## src/shared/evt_sup_pkg.sv

```systemverilog
// package for the event mask and internal fault supervisor
// assumes a single 100 MHz clock domain
package evt_sup_pkg;
  // ==========================================================
  // register map (word offsets on the plain register port)
  localparam logic [3:0] OFF_OUT_MASK    = 4'h0;
  localparam logic [3:0] OFF_DI_MASK     = 4'h1;
  localparam logic [3:0] OFF_TEMP_MASK   = 4'h2;
  localparam logic [3:0] OFF_EVT_STATUS  = 4'h3;
  localparam logic [3:0] OFF_IRQ_MASK    = 4'h4;
  localparam logic [3:0] OFF_FAULT       = 4'h5;
  localparam logic [3:0] OFF_CONTROL     = 4'h6;
  localparam logic [3:0] OFF_SETTING     = 4'h7;
  localparam logic [3:0] OFF_LAST_EVENT  = 4'h8;

  // ==========================================================
  // reset values
  localparam logic [9:0]  OUT_MASK_RST   = 10'h003;
  localparam logic [9:0]  DI_MASK_RST    = 10'h000;
  localparam logic [7:0]  TEMP_MASK_RST  = 8'h00;
  localparam logic [2:0]  IRQ_MASK_RST   = 3'h0;

  // ==========================================================
  // event numbering bases
  localparam logic [4:0]  EVT_BASE_OUT   = 5'h01;
  localparam logic [4:0]  EVT_BASE_DI    = 5'h0B;
  localparam logic [4:0]  EVT_BASE_TEMP  = 5'h15;

  // ==========================================================
  // status / control bit positions
  localparam int ST_EVENT   = 0;
  localparam int ST_FAULT   = 1;
  localparam int ST_RECOVER = 2;
  localparam int CTL_CLEAR  = 0;
  localparam int CTL_START  = 1;

  // ==========================================================
  // timing
  localparam int CLK_MHZ        = 100;
  localparam int FLASH_HALF_MS  = 250;
  localparam int FLASH_HALF_CYC = FLASH_HALF_MS * 1000 * CLK_MHZ;
  localparam int RESTART_US     = 100;
  localparam int RESTART_CYC    = RESTART_US * CLK_MHZ;
  localparam logic [1:0] RESTART_TRIES = 2'h2;

  // ==========================================================
  // fault codes
  localparam logic [7:0] FC_NONE = 8'h00;
  localparam logic [7:0] FC_CONTACT_BASE = 8'h04;
  localparam logic [7:0] FC_ENABLE = 8'h09;
  localparam logic [7:0] FC_FEEDBACK_A = 8'h0A;
  localparam logic [7:0] FC_FEEDBACK_B = 8'h0B;
  localparam logic [7:0] FC_FEEDBACK_C = 8'h0C;
  localparam logic [7:0] FC_SUPPLY_A = 8'h14;
  localparam logic [7:0] FC_SUPPLY_B = 8'h15;
  localparam logic [7:0] FC_PROG_MEM = 8'h1E;
  localparam logic [7:0] FC_WORK_A = 8'h32;
  localparam logic [7:0] FC_WORK_B = 8'h3B;
  localparam logic [7:0] FC_PAR_A = 8'h33;
  localparam logic [7:0] FC_PAR_B = 8'h34;
  localparam logic [7:0] FC_PAR_C = 8'h35;
  localparam logic [7:0] FC_PAR_D = 8'h36;
  localparam logic [7:0] FC_CAL_MEM = 8'h37;
  localparam logic [7:0] FC_PAR_E = 8'h38;
  localparam logic [7:0] FC_TMOD_FAULTY = 8'h4B;
  localparam logic [7:0] FC_TMOD_MISSING = 8'h50;
  localparam logic [7:0] FC_TMOD_UNKNOWN = 8'h51;
  localparam logic [7:0] FC_TMOD_CONFIG = 8'h52;
  localparam logic [7:0] FC_PSU_FAULTY = 8'h55;
  localparam logic [7:0] FC_PSU_UNKNOWN = 8'h56;
  localparam logic [7:0] FC_HW_CONFIG = 8'h5A;
  localparam logic [7:0] FC_COMM_UNKNOWN = 8'h5F;
  localparam logic [7:0] FC_PROTO_CONFIG = 8'h68;
  localparam logic [7:0] FC_REF_A = 8'h83;
  localparam logic [7:0] FC_REF_B = 8'h8B;
  localparam logic [7:0] FC_REF_C = 8'hC3;
  localparam logic [7:0] FC_REF_D = 8'hCB;
  localparam logic [7:0] FC_REF_E = 8'hDE;
  localparam logic [7:0] FC_REF_F = 8'hDF;
  localparam logic [7:0] FC_MEAS = 8'hFD;

  typedef enum logic [1:0] {
    SUP_OK,
    SUP_RESTART,
    SUP_PERMANENT
  } sup_state_type;
endpackage

```

## src/shared/evt_if.sv

```systemverilog
// interface carrying one masked event group from detector to top
// assumes both ends on i_sys_clk
`timescale 1ns/1ns
interface evt_if #(parameter int N = 5);
  logic [2*N-1:0] mask;
  logic           valid;
  logic [4:0]     index;
  modport detector (input mask, output valid, output index);
  modport consumer (output mask, input valid, input index);
endinterface

```

## src/rtl/evt_fault_supervisor.sv

```systemverilog
// event mask and internal fault supervisor top
// assumes synchronous inputs, plain register port, one 100 MHz clock
//
// Decided for this implementation: the address-and-strobe port and the register offsets.
`timescale 1ns/1ns

// Overview of operation
// - digital input changes become events 11..20; all disabled at reset
// - two temperature stages' alarm and trip edges become events 21..28, disabled
// - first stage alarm activation is event 21 weight 1, reset event 22
// - a fault first triggers restarts before being declared permanent
// - permanent fault flashes ready and drives supervision contact
// - during permanent fault other contacts forced idle and locked
// - a numeric fault code is shown when permanent fault declared
// - fault indication has top display priority
// - clear requests ignored while ready flashes
// - fault gone: stop flashing, keep indication until clear or start-up
// - contact faults coded 4 through 8
// - enable fault coded 9; combined faults 10, 11, 12
// - memory faults coded 30, 50, 59, 51-54, 56, 55
// - module faults coded 75, 80, 81, 82, 85, 86, 90, 95
// - reference voltage codes 131..223 set, measuring unit 253
// - settings read zero while parameter memory fault present
module evt_fault_supervisor (
  input  wire logic        i_sys_clk,
  input  wire logic        i_rst_b,
  input  wire logic [3:0]  i_addr,
  input  wire logic [31:0] i_wdata,
  input  wire logic        i_wr,
  input  wire logic        i_rd,
  output logic      [31:0] o_rdata,
  output logic             o_irq,
  input  wire logic [4:0]  i_contact_cmd,
  input  wire logic [4:0]  i_digital_input,
  input  wire logic [3:0]  i_temp_stage,
  input  wire logic        i_fault_detect,
  input  wire logic [7:0]  i_fault_code,
  input  wire logic        i_motor_start,
  input  wire logic [15:0] i_setting,
  output logic      [4:0]  o_contact,
  output logic             o_internal_fault,
  output logic             o_ready_led,
  output logic             o_restart,
  output logic             o_fault_shown,
  output logic      [7:0]  o_fault_code,
  output logic             o_event_valid,
  output logic      [4:0]  o_event_index,
  output logic      [15:0] o_setting
);
  import evt_sup_pkg::*;

  // ==========================================================
  // registers and state
  logic [9:0]     output_contact_event_mask;
  logic [9:0]     digital_input_event_mask;
  logic [7:0]     temperature_stage_event_mask;
  logic [2:0]     evt_status;
  logic [2:0]     irq_mask;
  logic [4:0]     last_event;
  sup_state_type  state;
  logic [31:0]    cnt;
  logic [1:0]     tries;
  logic [31:0]    flash_cnt;
  logic           flash;
  logic [7:0]     shown_code;
  logic           shown;
  logic           led_phase;

  evt_if #(.N(5)) out_evt ();
  evt_if #(.N(5)) di_evt ();
  evt_if #(.N(4)) tmp_evt ();

  assign out_evt.mask = output_contact_event_mask;
  assign di_evt.mask  = digital_input_event_mask;
  assign tmp_evt.mask = temperature_stage_event_mask;

  // ==========================================================
  // event generators
  edge_event_gen #(.N(5), .BASE(EVT_BASE_OUT)) u_out (
    .i_sys_clk (i_sys_clk),
    .i_rst_b   (i_rst_b),
    .i_level   (o_contact),
    .evt       (out_evt.detector)
  );
  edge_event_gen #(.N(5), .BASE(EVT_BASE_DI)) u_di (
    .i_sys_clk (i_sys_clk),
    .i_rst_b   (i_rst_b),
    .i_level   (i_digital_input),
    .evt       (di_evt.detector)
  );
  // stage bits: alarm1, trip1, alarm2, trip2 -> events 21..28
  edge_event_gen #(.N(4), .BASE(EVT_BASE_TEMP)) u_tmp (
    .i_sys_clk (i_sys_clk),
    .i_rst_b   (i_rst_b),
    .i_level   (i_temp_stage),
    .evt       (tmp_evt.detector)
  );

  // groups can fire together; fixed priority, contacts first.
  // limitation: a lower group's event in the same cycle is dropped
  wire        any_evt   = out_evt.valid | di_evt.valid | tmp_evt.valid;
  wire [4:0]  sel_index = out_evt.valid ? out_evt.index :
                          di_evt.valid  ? di_evt.index  : tmp_evt.index;

  // ==========================================================
  // fault code classification
  function automatic logic code_known(input logic [7:0] c);
    logic r;
    r = 1'b0;
    if (c >= FC_CONTACT_BASE && c <= FC_FEEDBACK_C) r = 1'b1;
    if (c == FC_SUPPLY_A || c == FC_SUPPLY_B) r = 1'b1;
    if (c == FC_PROTO_CONFIG) r = 1'b1;
    if (c == FC_PROG_MEM || c == FC_WORK_A || c == FC_WORK_B) r = 1'b1;
    if (c >= FC_PAR_A && c <= FC_PAR_E) r = 1'b1;
    if (c == FC_TMOD_FAULTY || (c >= FC_TMOD_MISSING && c <= FC_TMOD_CONFIG)) r = 1'b1;
    if (c == FC_PSU_FAULTY || c == FC_PSU_UNKNOWN) r = 1'b1;
    if (c == FC_HW_CONFIG || c == FC_COMM_UNKNOWN) r = 1'b1;
    if (c == FC_REF_A || c == FC_REF_B || c == FC_REF_C) r = 1'b1;
    if (c == FC_REF_D || c == FC_REF_E || c == FC_REF_F) r = 1'b1;
    if (c == FC_MEAS) r = 1'b1;
    return r;
  endfunction

  // unlisted codes are still faults; they pass through unchanged
  wire       code_listed = code_known(i_fault_code);
  wire       par_mem_fault = i_fault_detect &&
                             ((i_fault_code >= FC_PAR_A && i_fault_code <= FC_PAR_D) ||
                              i_fault_code == FC_PAR_E);

  // ==========================================================
  // register decode
  wire wr_out   = i_wr && (i_addr == OFF_OUT_MASK);
  wire wr_di    = i_wr && (i_addr == OFF_DI_MASK);
  wire wr_tmp   = i_wr && (i_addr == OFF_TEMP_MASK);
  wire wr_irqm  = i_wr && (i_addr == OFF_IRQ_MASK);
  wire wr_ctl   = i_wr && (i_addr == OFF_CONTROL);
  wire rd_stat  = i_rd && (i_addr == OFF_EVT_STATUS);
  wire clr_req  = wr_ctl && i_wdata[CTL_CLEAR];
  wire sw_start = wr_ctl && i_wdata[CTL_START];
  wire start_up = i_motor_start | sw_start;

  logic [31:0] rd_mux;
  always_comb begin
    rd_mux = 32'h0000_0000;
    if (i_addr == OFF_OUT_MASK) begin
      rd_mux = {22'h00_0000, output_contact_event_mask};
    end else if (i_addr == OFF_DI_MASK) begin
      rd_mux = {22'h00_0000, digital_input_event_mask};
    end else if (i_addr == OFF_TEMP_MASK) begin
      rd_mux = {24'h00_0000, temperature_stage_event_mask};
    end else if (i_addr == OFF_EVT_STATUS) begin
      rd_mux = {29'h0000_0000, evt_status};
    end else if (i_addr == OFF_IRQ_MASK) begin
      rd_mux = {29'h0000_0000, irq_mask};
    end else if (i_addr == OFF_FAULT) begin
      rd_mux = {21'h00_0000, code_listed, flash, shown, shown_code};
    end else if (i_addr == OFF_SETTING) begin
      rd_mux = {16'h0000, (par_mem_fault ? 16'h0000 : i_setting)};
    end else if (i_addr == OFF_LAST_EVENT) begin
      rd_mux = {27'h000_0000, last_event};
    end
  end

  // ==========================================================
  // supervision state machine
  wire restart_done = (cnt == 32'(RESTART_CYC - 1));
  sup_state_type next_state;
  always_comb begin
    next_state = state;
    case (state)
      SUP_OK: begin
        if (i_fault_detect) next_state = SUP_RESTART;
      end
      SUP_RESTART: begin
        if (restart_done) begin
          if (!i_fault_detect) next_state = SUP_OK;
          else if (tries == RESTART_TRIES) next_state = SUP_PERMANENT;
        end
      end
      SUP_PERMANENT: begin
        if (!i_fault_detect) next_state = SUP_OK;
      end
      default: next_state = SUP_OK;
    endcase
  end

  wire entering_perm = (state != SUP_PERMANENT) && (next_state == SUP_PERMANENT);

  always_ff @(posedge i_sys_clk or negedge i_rst_b) begin
    if (!i_rst_b) begin
      state <= SUP_OK;
      cnt   <= 32'h0000_0000;
      tries <= 2'h0;
    end else begin
      state <= next_state;
      if (state != SUP_RESTART || restart_done) cnt <= 32'h0000_0000;
      else cnt <= cnt + 32'h0000_0001;
      if (state == SUP_OK) tries <= 2'h0;
      else if (state == SUP_RESTART && restart_done) tries <= tries + 2'h1;
    end
  end

  // ready flash divider
  always_ff @(posedge i_sys_clk or negedge i_rst_b) begin
    if (!i_rst_b) begin
      flash_cnt <= 32'h0000_0000;
      flash     <= 1'b0;
    end else if (state == SUP_PERMANENT) begin
      flash <= 1'b1;
      if (flash_cnt == 32'(FLASH_HALF_CYC - 1)) flash_cnt <= 32'h0000_0000;
      else flash_cnt <= flash_cnt + 32'h0000_0001;
    end else begin
      flash     <= 1'b0;
      flash_cnt <= 32'h0000_0000;
    end
  end

  // fault indication: highest priority, latched code
  always_ff @(posedge i_sys_clk or negedge i_rst_b) begin
    if (!i_rst_b) begin
      shown      <= 1'b0;
      shown_code <= FC_NONE;
    end else if (entering_perm) begin
      shown      <= 1'b1;
      shown_code <= i_fault_code;
    end else if (!flash && state != SUP_PERMANENT && (clr_req || start_up)) begin
      shown      <= 1'b0;
      shown_code <= FC_NONE;
    end
  end

  // ==========================================================
  // registers, interrupts and outputs
  always_ff @(posedge i_sys_clk or negedge i_rst_b) begin
    if (!i_rst_b) begin
      output_contact_event_mask    <= OUT_MASK_RST;
      digital_input_event_mask     <= DI_MASK_RST;
      temperature_stage_event_mask <= TEMP_MASK_RST;
      irq_mask                     <= IRQ_MASK_RST;
      evt_status                   <= 3'h0;
      last_event                   <= 5'h00;
    end else begin
      if (wr_out) output_contact_event_mask <= i_wdata[9:0];
      if (wr_di) digital_input_event_mask <= i_wdata[9:0];
      if (wr_tmp) temperature_stage_event_mask <= i_wdata[7:0];
      if (wr_irqm) irq_mask <= i_wdata[2:0];
      if (any_evt) last_event <= sel_index;
      // set wins over the read-clear
      evt_status <= (rd_stat ? 3'h0 : evt_status) |
                    {(state == SUP_OK && next_state == SUP_RESTART),
                     entering_perm, any_evt};
    end
  end

  always_ff @(posedge i_sys_clk or negedge i_rst_b) begin
    if (!i_rst_b) begin
      o_rdata          <= 32'h0000_0000;
      o_irq            <= 1'b0;
      o_contact        <= 5'h00;
      o_internal_fault <= 1'b0;
      o_ready_led      <= 1'b0;
      o_restart        <= 1'b0;
      o_fault_shown    <= 1'b0;
      o_fault_code     <= FC_NONE;
      o_event_valid    <= 1'b0;
      o_event_index    <= 5'h00;
      o_setting        <= 16'h0000;
    end else begin
      o_rdata          <= i_rd ? rd_mux : 32'h0000_0000;
      o_irq            <= |(evt_status & irq_mask);
      o_contact        <= (state == SUP_PERMANENT) ? 5'h00 : i_contact_cmd;
      o_internal_fault <= (state == SUP_PERMANENT);
      o_ready_led      <= (state == SUP_PERMANENT) ? led_phase : 1'b1;
      o_restart        <= (state == SUP_RESTART);
      o_fault_shown    <= shown;
      o_fault_code     <= shown_code;
      o_event_valid    <= any_evt;
      o_event_index    <= sel_index;
      o_setting        <= par_mem_fault ? 16'h0000 : i_setting;
    end
  end

  // led phase toggles each half period
  always_ff @(posedge i_sys_clk or negedge i_rst_b) begin
    if (!i_rst_b) led_phase <= 1'b1;
    else if (state != SUP_PERMANENT) led_phase <= 1'b1;
    else if (flash_cnt == 32'(FLASH_HALF_CYC - 1)) led_phase <= ~led_phase;
  end
endmodule

```

## src/rtl/edge_event_gen.sv

```systemverilog
// edge detector for a group of levels, producing masked numbered events
// assumes levels synchronous to i_sys_clk
`timescale 1ns/1ns
module edge_event_gen #(
  parameter int         N    = 5,
  parameter logic [4:0] BASE = 5'h01
) (
  input  wire logic   i_sys_clk,
  input  wire logic   i_rst_b,
  input  wire logic [N-1:0] i_level,
  evt_if.detector     evt
);
  logic [N-1:0]   prev;
  logic [2*N-1:0] hits;
  logic [2*N-1:0] pend;
  logic [2*N-1:0] next_pend;
  logic [2*N-1:0] pick;
  logic [4:0]     pick_idx;

  // ==========================================================
  // activation at bit 2k, reset at bit 2k+1
  genvar k;
  generate
    for (k = 0; k < N; k++) begin : g_edge
      assign hits[2*k]   = i_level[k] & ~prev[k];
      assign hits[2*k+1] = ~i_level[k] & prev[k];
    end
  endgenerate

  // one event per cycle; simultaneous ones wait in pend, lowest first
  assign pick = (pend | (hits & evt.mask)) & ~((pend | (hits & evt.mask)) - 1'b1);
  always_comb begin
    pick_idx = 5'h00;
    for (int i = 2*N-1; i >= 0; i--) begin
      if (pick[i]) begin
        pick_idx = 5'(i);
      end
    end
  end
  assign next_pend = (pend | (hits & evt.mask)) & ~pick;

  always_ff @(posedge i_sys_clk or negedge i_rst_b) begin
    if (!i_rst_b) begin
      prev      <= '0;
      pend      <= '0;
      evt.valid <= 1'b0;
      evt.index <= 5'h00;
    end else begin
      prev      <= i_level;
      pend      <= next_pend;
      evt.valid <= |pick;
      evt.index <= BASE + pick_idx;
    end
  end
endmodule

```

## config.mk

```make
export PLATFORM = sky130hd
export DESIGN_NAME = evt_fault_supervisor
export DESIGN_NICKNAME = d
export VERILOG_FILES = /design/src/shared/evt_sup_pkg.sv /design/src/shared/evt_if.sv /design/src/rtl/evt_fault_supervisor.sv /design/src/rtl/edge_event_gen.sv
export SDC_FILE = /design/constraint.sdc
export NUM_CORES = 1
export LEC_CHECK = 0
export BUFFER_PORTS_ARGS = -buffer_cell sky130_fd_sc_hd__buf_4
export CORE_ASPECT_RATIO = 0.6
export CORE_UTILIZATION = 60
export DETAILED_ROUTE_END_ITERATION = 12
export PLACE_DENSITY_LB_ADDON = 0.3
export RECOVER_POWER = 100
export SLEW_MARGIN = 10
export SYNTH_ARGS = -nofsm -noshare
export SYNTH_HDL_FRONTEND = slang
export SYNTH_SLANG_ARGS = --single-unit
```

## constraint.sdc

```tcl
create_clock -name i_sys_clk -period 6.5 [get_ports i_sys_clk]
set_input_delay 0.65 -clock i_sys_clk [delete_from_list [all_inputs] [get_ports i_sys_clk]]
set_output_delay 0.65 -clock i_sys_clk [all_outputs]
set_load 0.01 [all_outputs]
```

# == Word level (Yosys, flattened, before mapping) ==
# Cells that the tools add are included.
# totals
ff_bits,250
latch_bits,0
mem_bits_rw,0
romBits,0
inputBits,80
out_inout_bits,72
wordCells,282
mem_count,0
# op_classes
addsub,9
mul,0
div_mod_pow,0
order_cmp,7
eq_ne,36
n_shift,0
n_mux,72
n_bitwise,80
reduce_logical,41
# op_table
operator,count
two-way mux 5 bit,29
two-way mux 16 bit,8
two-way mux 32 bit,4
"adder 32 x 1 -> 32 bit, second input constant",2
AND 10 bit,6
"== test 8 bit, second input constant",7
"== test 8 x 7 -> 1 bit, second input constant",6
NOT 10 bit,4
"== test 32 x 14 -> 1 bit, second input constant",1
"== test 32 x 25 -> 1 bit, second input constant",1
NOT 1 bit,29
AND 1 bit,28
AND 8 bit,3
"== test 8 x 5 -> 1 bit, second input constant",3
"== test 8 x 6 -> 1 bit, second input constant",3
bitwise OR 10 bit,2
OR reduction 10 bit,2
"subtractor 10 x 1 -> 10 bit, second input constant",2
logical AND 1 bit,18
two-way mux 1 bit,17
"== test 4 x 3 -> 1 bit, second input constant",4
"less-or-equal comparator 8 x 6 -> 1 bit, second input constant",2
two-way mux 8 bit,2
NOT 8 bit,2
32 further kinds,60

# == Depth between registers and ports, before layout ==
# Gate-level depths: netlist of run 1.
# depth
depth_word,20
depth_mapped,9
ltp_nobuf,8

# == Cells and area by module ==
# Synthesis of run 1 repeated with hierarchy kept, for this count alone.
# unflattened
cells_unflattened,980
area_unflattened_um2,10472.5
# modules_own_cells
mod,instances,cells_each,area_each_um2,seq_area_each_um2
evt_fault_supervisor,1,753,7945.1,4332.9
edge_event_gen (u_di),1,83,908.4,500.5
edge_event_gen (u_out),1,79,879.6,500.5
edge_event_gen (u_tmp),1,65,739.5,425.4

# == Worst setup path after synthesis of run 1 ==
# Ideal clock, no wire load.
# synth_timing
path_kind,input -> register
from,input port i_digital_input[1]
to,register u_di.evt.index[4]
setup_ns,0.068
t_arrival_ns,2.602
required_time_ns,6.432
slack_ns,3.830
cell_stages,8
n_path_buf,0
cell_sequence,and3b_1 -> or4_1 -> nor4_2 -> o211ai_1 -> a31o_2 -> ha_1 -> mux2i_1 -> and2_1
# synth_between
elab_chain_len,18
word_cells_on_any_way,19
cone_classes,add/sub: 2; mux: 10; bitwise: 7
# synth_rtl
item,line_no,rtl
start: declaration,evt_fault_supervisor.sv:34,"input wire logic [4:0] i_digital_input,"
NOT 1 bit,edge_event_gen.sv:26,assign hits[2*k+1] = ~i_level[k] & prev[k];
AND 1 bit,edge_event_gen.sv:26,
AND 10 bit (*),edge_event_gen.sv:31,assign pick = (pend | (hits & evt.mask)) & ~((pend | (hits & evt.mask)) - 1'b1);
bitwise OR 10 bit (*),edge_event_gen.sv:31,
subtractor 10 x 1 -> 10 bit,edge_event_gen.sv:31,
NOT 10 bit,edge_event_gen.sv:31,
AND 10 bit (*),edge_event_gen.sv:31,
two-way mux 4 bit,edge_event_gen.sv:35,if (pick[i]) begin
two-way mux 5 bit (6 in series),edge_event_gen.sv:35,
two-way mux 5 bit (*) (3 in series),edge_event_gen.sv:35,
adder 4 x 5 -> 5 bit (*),edge_event_gen.sv:52,evt.index <= BASE + pick_idx;
end signal: assignment,edge_event_gen.sv:52,
end: declaration,evt_if.sv:8,"modport detector (input mask, output valid, output index);"
# Every way passes the cells marked *; elsewhere a longest branch is shown, timed or not.
# A chain may end at the register's enable or synchronous reset.

# == Final worst setup path of run 1 ==
# layout_timing
from,register digital_input_event_mask[2] (netlist: di_evt.mask[2])
to,register u_di.evt.index[4]
# layout_between
elab_chain_len,16
# layout_rtl
item,line_no,rtl
start: declaration,evt_fault_supervisor.sv:55,logic [9:0] digital_input_event_mask;
start signal: assignment,evt_fault_supervisor.sv:244,if (wr_di) digital_input_event_mask <= i_wdata[9:0];
AND 10 bit (*),edge_event_gen.sv:31,
bitwise OR 10 bit (*),edge_event_gen.sv:31,
subtractor 10 x 1 -> 10 bit,edge_event_gen.sv:31,
NOT 10 bit,edge_event_gen.sv:31,
AND 10 bit (*),edge_event_gen.sv:31,
two-way mux 4 bit,edge_event_gen.sv:35,
two-way mux 5 bit (6 in series),edge_event_gen.sv:35,
two-way mux 5 bit (*) (3 in series),edge_event_gen.sv:35,
adder 4 x 5 -> 5 bit (*),edge_event_gen.sv:52,
# Marks and branches as above.

==> impl_summary.log, run 1 <==
[metrics] number of buffers added by the clock tree synthesis step: 21
[metrics] crit path time final: roughly 3.5 ns
[metrics] maximum resistive drop on vdd: 215 uV
[metrics] most frequent cell after synthesis: dfrtp_1
[metrics] Cell Pwr Density: ~310 nW/um^2
[metrics] maximum fanout count along the critical path: 10
[metrics] final net count: 1193
[metrics] area of the core: ~17000 sq um
[metrics] maximum clock skew at final layout: 0.00779 ns
[metrics] fraction of layout instances using a drive strength above 1: approximately 12%
[metrics] required time of the critical path: ~6.9 ns
[metrics] Remaining DRCs: 0
[metrics] post-route fraction of the period consumed by the critical path: a little over half
[metrics] Initial DRC Count: 946
[metrics] sort of element at the end of the critical path: flip-flop
[metrics] leading post-synthesis cells by instance count: dfrtp_1 (227), nor2_1 (116), nand2_1 (63), xor2_1 (45), o21ai_0 (38)
[metrics] CTS HTree Levels: 1
[metrics] post-synth design cell area: about 11000 sq um
[metrics] overall die width: 174 microns
[metrics] number of synthesized register bits: 230
[metrics] CTS tree: built
[metrics] Layout Cells excl Fill: 1356
[metrics] Max Freq: ~290 MHz
[metrics] number of failing setup endpoints in the final timing report: 0
[metrics] slack of the worst reg-to-reg path: a little over 3 ns
[metrics] Die ar.: between 15000 and 20000 sq um
[metrics] Critical Path Slowest Stage Cell: nor4_1
[metrics] starting density of the core: between 60 and 70%
[metrics] crit path launch type: flip-flop
[metrics] EDFF count, synth: 0
[metrics] worst-margin pin slew: between 1.5 and 2 ns
[metrics] clock root buffer: clkbuf_16
[metrics] Leakage: approximately 0.0054 uW
[metrics] sequential-to-total area share from yosys stat: a little over half
[metrics] combinational family with the most area after synthesis: simple AND/OR/NAND/NOR gates
[metrics] clk slew on worst S/H paths: ~0.070 ns
[metrics] Avg Vias per Cell: approximately 5.9
[metrics] post-detailed-route wirelength per cell: between 15 and 20 microns
[metrics] number of synthesis warnings: 0
[metrics] Core Rows: 37
[metrics] critical-path cell list: and3b_1 > or4_1 > nor4_1 > o211ai_1 > a31o_2 > ha_1 > mux2i_1 > and2_0
[metrics] hold_buf cts: 0
[metrics] GRT Util Overall: roughly 28%
[metrics] Mapped Avg Cell Area: ~11 sq um
[metrics] post-synthesis to final-layout area growth: 13.5%
[metrics] multiplexer fraction of the synthesized cell area: ~5.3%
[metrics] maximum number of pins on one net before global-route repair: between 80 and 90
[metrics] Worst Path Class, Setup: flip-flop to flip-flop
[metrics] total overflow reported by the global router: 0
[metrics] Synth Area in Adders: less than 1%
[metrics] die height: roughly 100 microns
[metrics] HPWL reported at the end of detailed placement: between 15000 and 20000 microns
[metrics] max-slew violation count: 22
[metrics] number of routed nets with antenna violations: 0
[metrics] number of clock sinks seen by CTS: 230
[metrics] Yosys top cell area share: between 50% and 60%
[metrics] unrepaired setup endpoints after global routing: no
[metrics] Sum Neg Setup Slack: 0 ns
[metrics] number of filler instances in the final layout: ~1.3k
[metrics] Max Root-Sink Buffers: 3
[metrics] Clock Latency Late Sink: a little over 0.5 ns
[metrics] buffer and inverter count on the worst path: 0
[metrics] share of async-settable or async-resettable flops after synthesis: between 90% and 100%
[metrics] Worst path top cell family by delay: simple AND/OR/NAND/NOR gates
[metrics] post-synth cell types: 73
[metrics] Core Util, Final: a little over two thirds
[metrics] routed wire length: between 20000 and 30000 microns
[metrics] max-cap violations: 2
[metrics] Simple-Gate Fraction of Synth Area: roughly a fifth
[metrics] top cells by area, synth: dfrtp_1 (54%), nor2_1 (4.1%), mux2_2 (3.8%), xor2_1 (3.7%), nand2_1 (2.2%)
[metrics] flip-flop cell with the highest count after synthesis: dfrtp_1
[metrics] buffers inserted by post-CTS timing repair: 0
[metrics] Min-Delay Path Class: input pin to async pin
[metrics] failing checks: capacitance limit, slew limit
[metrics] first drt pass iteration count: 7
[metrics] post-CTS sizing: 0
[metrics] via count of the first global-routing pass: approximately 7.5k
[metrics] Post-Place Cells: between 1k and 1.5k
[metrics] crit path DAT: 3.89 ns
[metrics] largest area contributor in the synthesized netlist: dfrtp_1
[metrics] xor and xnor area share after synthesis: under 10%
[metrics] via total after detailed routing: 8038
[metrics] final weighted congestion in routability-driven placement: ~1
[metrics] synthesized instance count: a little over 1k
[metrics] I/O pin count: ~150
[metrics] total inserted antenna cells: 0
[metrics] CP max stage delay: 1.18 ns
[metrics] initial antenna violation count: 1
[metrics] IO buf count: 113
[metrics] wire length of the first global-routing pass: between 40000 and 50000 microns
[metrics] final number of hold-violating endpoints: 0
[metrics] status: finished with violations
[metrics] Synth Area in Compound Gates: under 10%
[metrics] relative max-transition margin: -18.6%
-- flip-flops by register name, summed over array words and instances (netlist names), 7 cells and up --
name	count
o_rdata	16
u_di.pend	9
u_out.pend	9
o_setting	16
out_evt.mask	10
o_fault_code	8
di_evt.mask	10
temperature_stage_event_mask	8
shown_code	8
flash_cnt	32
u_tmp.pend	7
cnt	32
-- path summary, 6_finish.rpt --
| path | startpoint | end | depth (start not counted) |
|---|---|---|---|
| max | di_evt.mask[2] | u_di.evt.index[4] | 8 |
| min | i_rst_b | cnt[21] | 1 |
| max reg2reg | di_evt.mask[2] | u_di.evt.index[4] | 8 |
| min reg2reg | shown_code[6] | o_fault_code[6] | 0 |
| max in group asynchronous | i_rst_b | out_evt.mask[5] | 2 |
| min in group i_sys_clk | i_temp_stage[2] | u_tmp.prev[2] | 1 |
-- placed cells by master (no fill, tap or decap), drive strengths merged, types with 15 or more instances in the layout --
master,n
o21ai,39
dfrtp,227
conb,18
nand4,33
nor2,117
nand3,37
buf,50
a21oi,27
xor2,45
a31oi,16
and3,17
clkbuf,93
and3b,15
xnor2,17
nand2,63
nor2b,29
mux2,37
and2,23
inv,35
-- layout make-up --
type                       instances  area [sq um]  area share, %
tap                              234           293           2.43
clock buffer                      26           564           4.69
clock inverter                    12           195           1.62
sequential                       230          5760           47.9
timing repair buffer             117           634           5.28
multi-input combinational        701          4440           37.0
inverter                          36           135           1.12
-- report_power, final --
group | total, uW | leakage [uW] | switching, uW | internal [uW]
Combinational | 646 | 0.00212 | 373 | 273
Sequential | 1770 | 0.00295 | 144 | 1620
Clock | 1360 | 0.000372 | 538 | 820
-- routing by layer --
metal	GRT usage, %	routed length [microns]
met1	44.6	12200
met2	37.9	10200
met3	8.62	2480
met4	5.75	384
met5	0	11
-- cell families after synthesis --
kind of cell | count (synthesis)
and+or+nand+nor | 414
DFF | 230
AOI/OAI and AO/OA | 150
buffers and inverters | 91
xor gates and xnor gates | 62
muxes | 51
adders and majority gates | 6
other | 2
-- through the flow --
step	power, uW	setup WS, ns	cell area (sq um)	hold WS (ns)
after CTS	3810	3.56	12300	0.130
after global placement	2420	3.32	11500	0.396
after detailed placement	2440	3.23	11500	0.399
after global routing	3940	2.83	12000	0.152
final	3770	3.05	12000	0.107
after floorplan	2170	3.83	10700	0.354
-- worst reg2reg max path: cells and delay by family, from the launching register on --
family / cells / cell delay [ns]
DFF: 1 / 0.38
muxes: 1 / 0.13
adders and majority gates: 1 / 0.21
and+or+nand+nor: 4 / 2.01
AOI/OAI and AO/OA: 2 / 0.65
Power figures use the tool's default switching activity.
==> inputs of run 2 (changes only) <==
--- a/config.mk
+++ b/config.mk
@@ -7,7 +7,7 @@
 export LEC_CHECK = 0
 export BUFFER_PORTS_ARGS = -buffer_cell sky130_fd_sc_hd__buf_4
 export CORE_ASPECT_RATIO = 0.6
-export CORE_UTILIZATION = 60
+export CORE_UTILIZATION = 57
 export DETAILED_ROUTE_END_ITERATION = 12
 export PLACE_DENSITY_LB_ADDON = 0.3
 export RECOVER_POWER = 100
==> constraint.sdc (replaced) <==
create_clock -name i_sys_clk -period 3.2 [get_ports i_sys_clk]
set_input_delay 0.32 -clock i_sys_clk [delete_from_list [all_inputs] [get_ports i_sys_clk]]
set_output_delay 0.32 -clock i_sys_clk [all_outputs]
set_load 0.01 [all_outputs]
==> impl_summary.log, run 2 (synthesis results as in run 1) <==
[metrics] Die ar.: 19100 sq um
[metrics] final number of hold-violating endpoints: 0
[metrics] post-detailed-route wirelength per cell: 18.6 microns
[metrics] maximum fanout count along the critical path: 10
[metrics] hold_buf cts: 10
[metrics] total inserted antenna cells: 0
[metrics] Remaining DRCs: 0
[metrics] Worst Path Class, Setup: flip-flop to flip-flop
[metrics] GRT Util Overall: 27.7%
[metrics] buffers inserted by post-CTS timing repair: 0
[metrics] fraction of layout instances using a drive strength above 1: 11.8%
[metrics] maximum resistive drop on vdd: 394 uV
[metrics] CP max stage delay: ~0.73 ns
[metrics] number of buffers added by the clock tree synthesis step: 22
[metrics] status: finished with violations
[metrics] maximum number of pins on one net before global-route repair: 86
[metrics] crit path launch type: flip-flop
[metrics] Initial DRC Count: about 940
[metrics] Max Root-Sink Buffers: 3
[metrics] clk slew on worst S/H paths: 0.07 ns
[metrics] initial antenna violation count: 1
[metrics] number of clock sinks seen by CTS: 230
[metrics] CTS HTree Levels: 1
[metrics] r2r startpoint: cnt[22]
[metrics] post-CTS sizing: 0
[metrics] final weighted congestion in routability-driven placement: between 0.9 and 1
[metrics] buffer and inverter count on the worst path: 0
[metrics] IO buf count: ~110
[metrics] post-synthesis to final-layout area growth: 15.2%
[metrics] critical-path cell list: nor4_1 > nand4_1 > or4_1 > nor2_2 > mux2i_1
[metrics] final net count: about 1.2k
[metrics] CTS tree: built
[metrics] cell count of the worst reg-to-reg path: 5
[metrics] Worst Hold Launch: i_contact_cmd[1]
[metrics] sort of element at the end of the critical path: flip-flop
[metrics] total overflow reported by the global router: 0
[metrics] relative max-transition margin: -38.3%
[metrics] biggest registers after layout: cnt: 32 flops, flash_cnt: 32 flops
[metrics] hold slack final: 0.0266 ns
[metrics] max-cap violations: 1
[metrics] Worst path top cell family by delay: simple AND/OR/NAND/NOR gates
[metrics] RR Endpoint: shown_code[5]
[metrics] Critical Path Slowest Stage Cell: or4_1
[metrics] post-route fraction of the period consumed by the critical path: between 80% and 90%
[metrics] Leakage: 0.00554 uW
[metrics] slack of the worst reg-to-reg path: about 0.45 ns
[metrics] Avg Vias per Cell: between 5 and 6
[metrics] Crit. path cell count: 5
[metrics] failing checks: capacitance limit, slew limit
[metrics] crit path to: shown_code[5]
[metrics] Sum Neg Setup Slack: 0 ns
[metrics] crit path time final: 2.75 ns
[metrics] first drt pass iteration count: 6
[metrics] wire length of the first global-routing pass: slightly above 40000 microns
[metrics] number of failing setup endpoints in the final timing report: 0
[metrics] max-slew violation count: 84
[metrics] Max Freq: 363 MHz
[metrics] final critical-path setup slack: 0.448 ns
[metrics] Core Rows: 38
[metrics] Cell Pwr Density: ~630 nW/um^2
[metrics] I/O pin count: between 150 and 200
[metrics] number of filler instances in the final layout: between 1k and 1.5k
[metrics] crit path DAT: around 3.2 ns
[metrics] HPWL reported at the end of detailed placement: around 18000 microns
[metrics] unrepaired setup endpoints after global routing: no
[metrics] area of the core: between 15000 and 20000 sq um
[metrics] starting density of the core: about 60%
[metrics] via count of the first global-routing pass: roughly 7.7k
[metrics] FF/Latch Area: about 5800 sq um
[metrics] via total after detailed routing: 8110
[metrics] worst-margin pin slew: about 2.1 ns
[metrics] routed wire length: around 26000 microns
[metrics] Clock Latency Late Sink: around 0.5 ns
[metrics] number of routed nets with antenna violations: 0
[metrics] top library cells by usage in the layout, fill and taps aside: dfrtp_1 (227), nor2_1 (116), clkbuf_1 (76)
[metrics] combined area of the multi-input logic cells: ~4400 sq um
[metrics] Min-Delay Path Class: input pin to flip-flop
[metrics] clock root buffer: clkbuf_16
[metrics] Core Util, Final: between 60% and 70%
[metrics] required time of the critical path: 3.61 ns
[metrics] maximum clock skew at final layout: about 0.013 ns
[metrics] most common cell after layout, fill and taps aside: dfrtp_1
[metrics] total power: 7700 uW
[metrics] worst slack at placement: roughly 0.72 ns
[metrics] die height: 108 microns
[metrics] start point of the critical path: cnt[22]
[metrics] overall die width: between 150 and 200 microns
[run 2: cell types whose count changed in the layout (fill, tap and decap cells not counted), moves of 2 or more]
| cell | before | now |
|---|---|---|
| bufinv_16 | 5 | 3 |
| buf_12 | 0 | 2 |
| clkbuf_2 | 0 | 3 |
| clkbuf_8 | 2 | 4 |
| clkbuf_16 | 21 | 23 |
| clkbuf_1 | 70 | 76 |
| dlygate4sd3_1 | 0 | 10 |
| buf_4 | 49 | 52 |
[run 2: cell type report]
| cell class | count | share of cell area [%] |
|---|---|---|
| clock buffer | 33 | 5.35 |
| clock inverter | 7 | 0.902 |
| multi-input combinational | 701 | 36.4 |
| tap | 240 | 2.46 |
| inverter | 36 | 1.11 |
| sequential | 230 | 47.2 |
| timing repair buffer | 137 | 6.62 |
[run 2: worst min path at each step]
| stage | endpoint | cells after the start |
|---|---|---|
| detailed placement | cnt[22] | 1 |
| CTS | o_contact[1] | 2 |
| global placement | cnt[22] | 1 |
| global route | o_contact[1] | 2 |
| floorplan | cnt[0] | 0 |
| finish | o_contact[1] | 2 |
[run 2: power breakdown]
part,total [uW],internal [uW],leakage [uW],switching (uW)
Combinational,1350,577,0.00221,772
Clock,2750,1650,0.000377,1100
Sequential,3600,3300,0.00295,307
[run 2: per-layer routing]
metal	share of wire (%)	GRT usage, %	vias up
li1	-	-	3771
met1	48	44.7	3912
met2	40	36.0	377
met3	10	7.94	50
met4	1.9	5.68	0
met5	0	0	-
[run 2: metrics by stage]
stage	std cells	cell area (sq um)
after floorplan	1022	10700
after global routing	1384	12200
after CTS	1384	12500
final	1384	12200
after global placement	1334	11600
after detailed placement	1334	11600
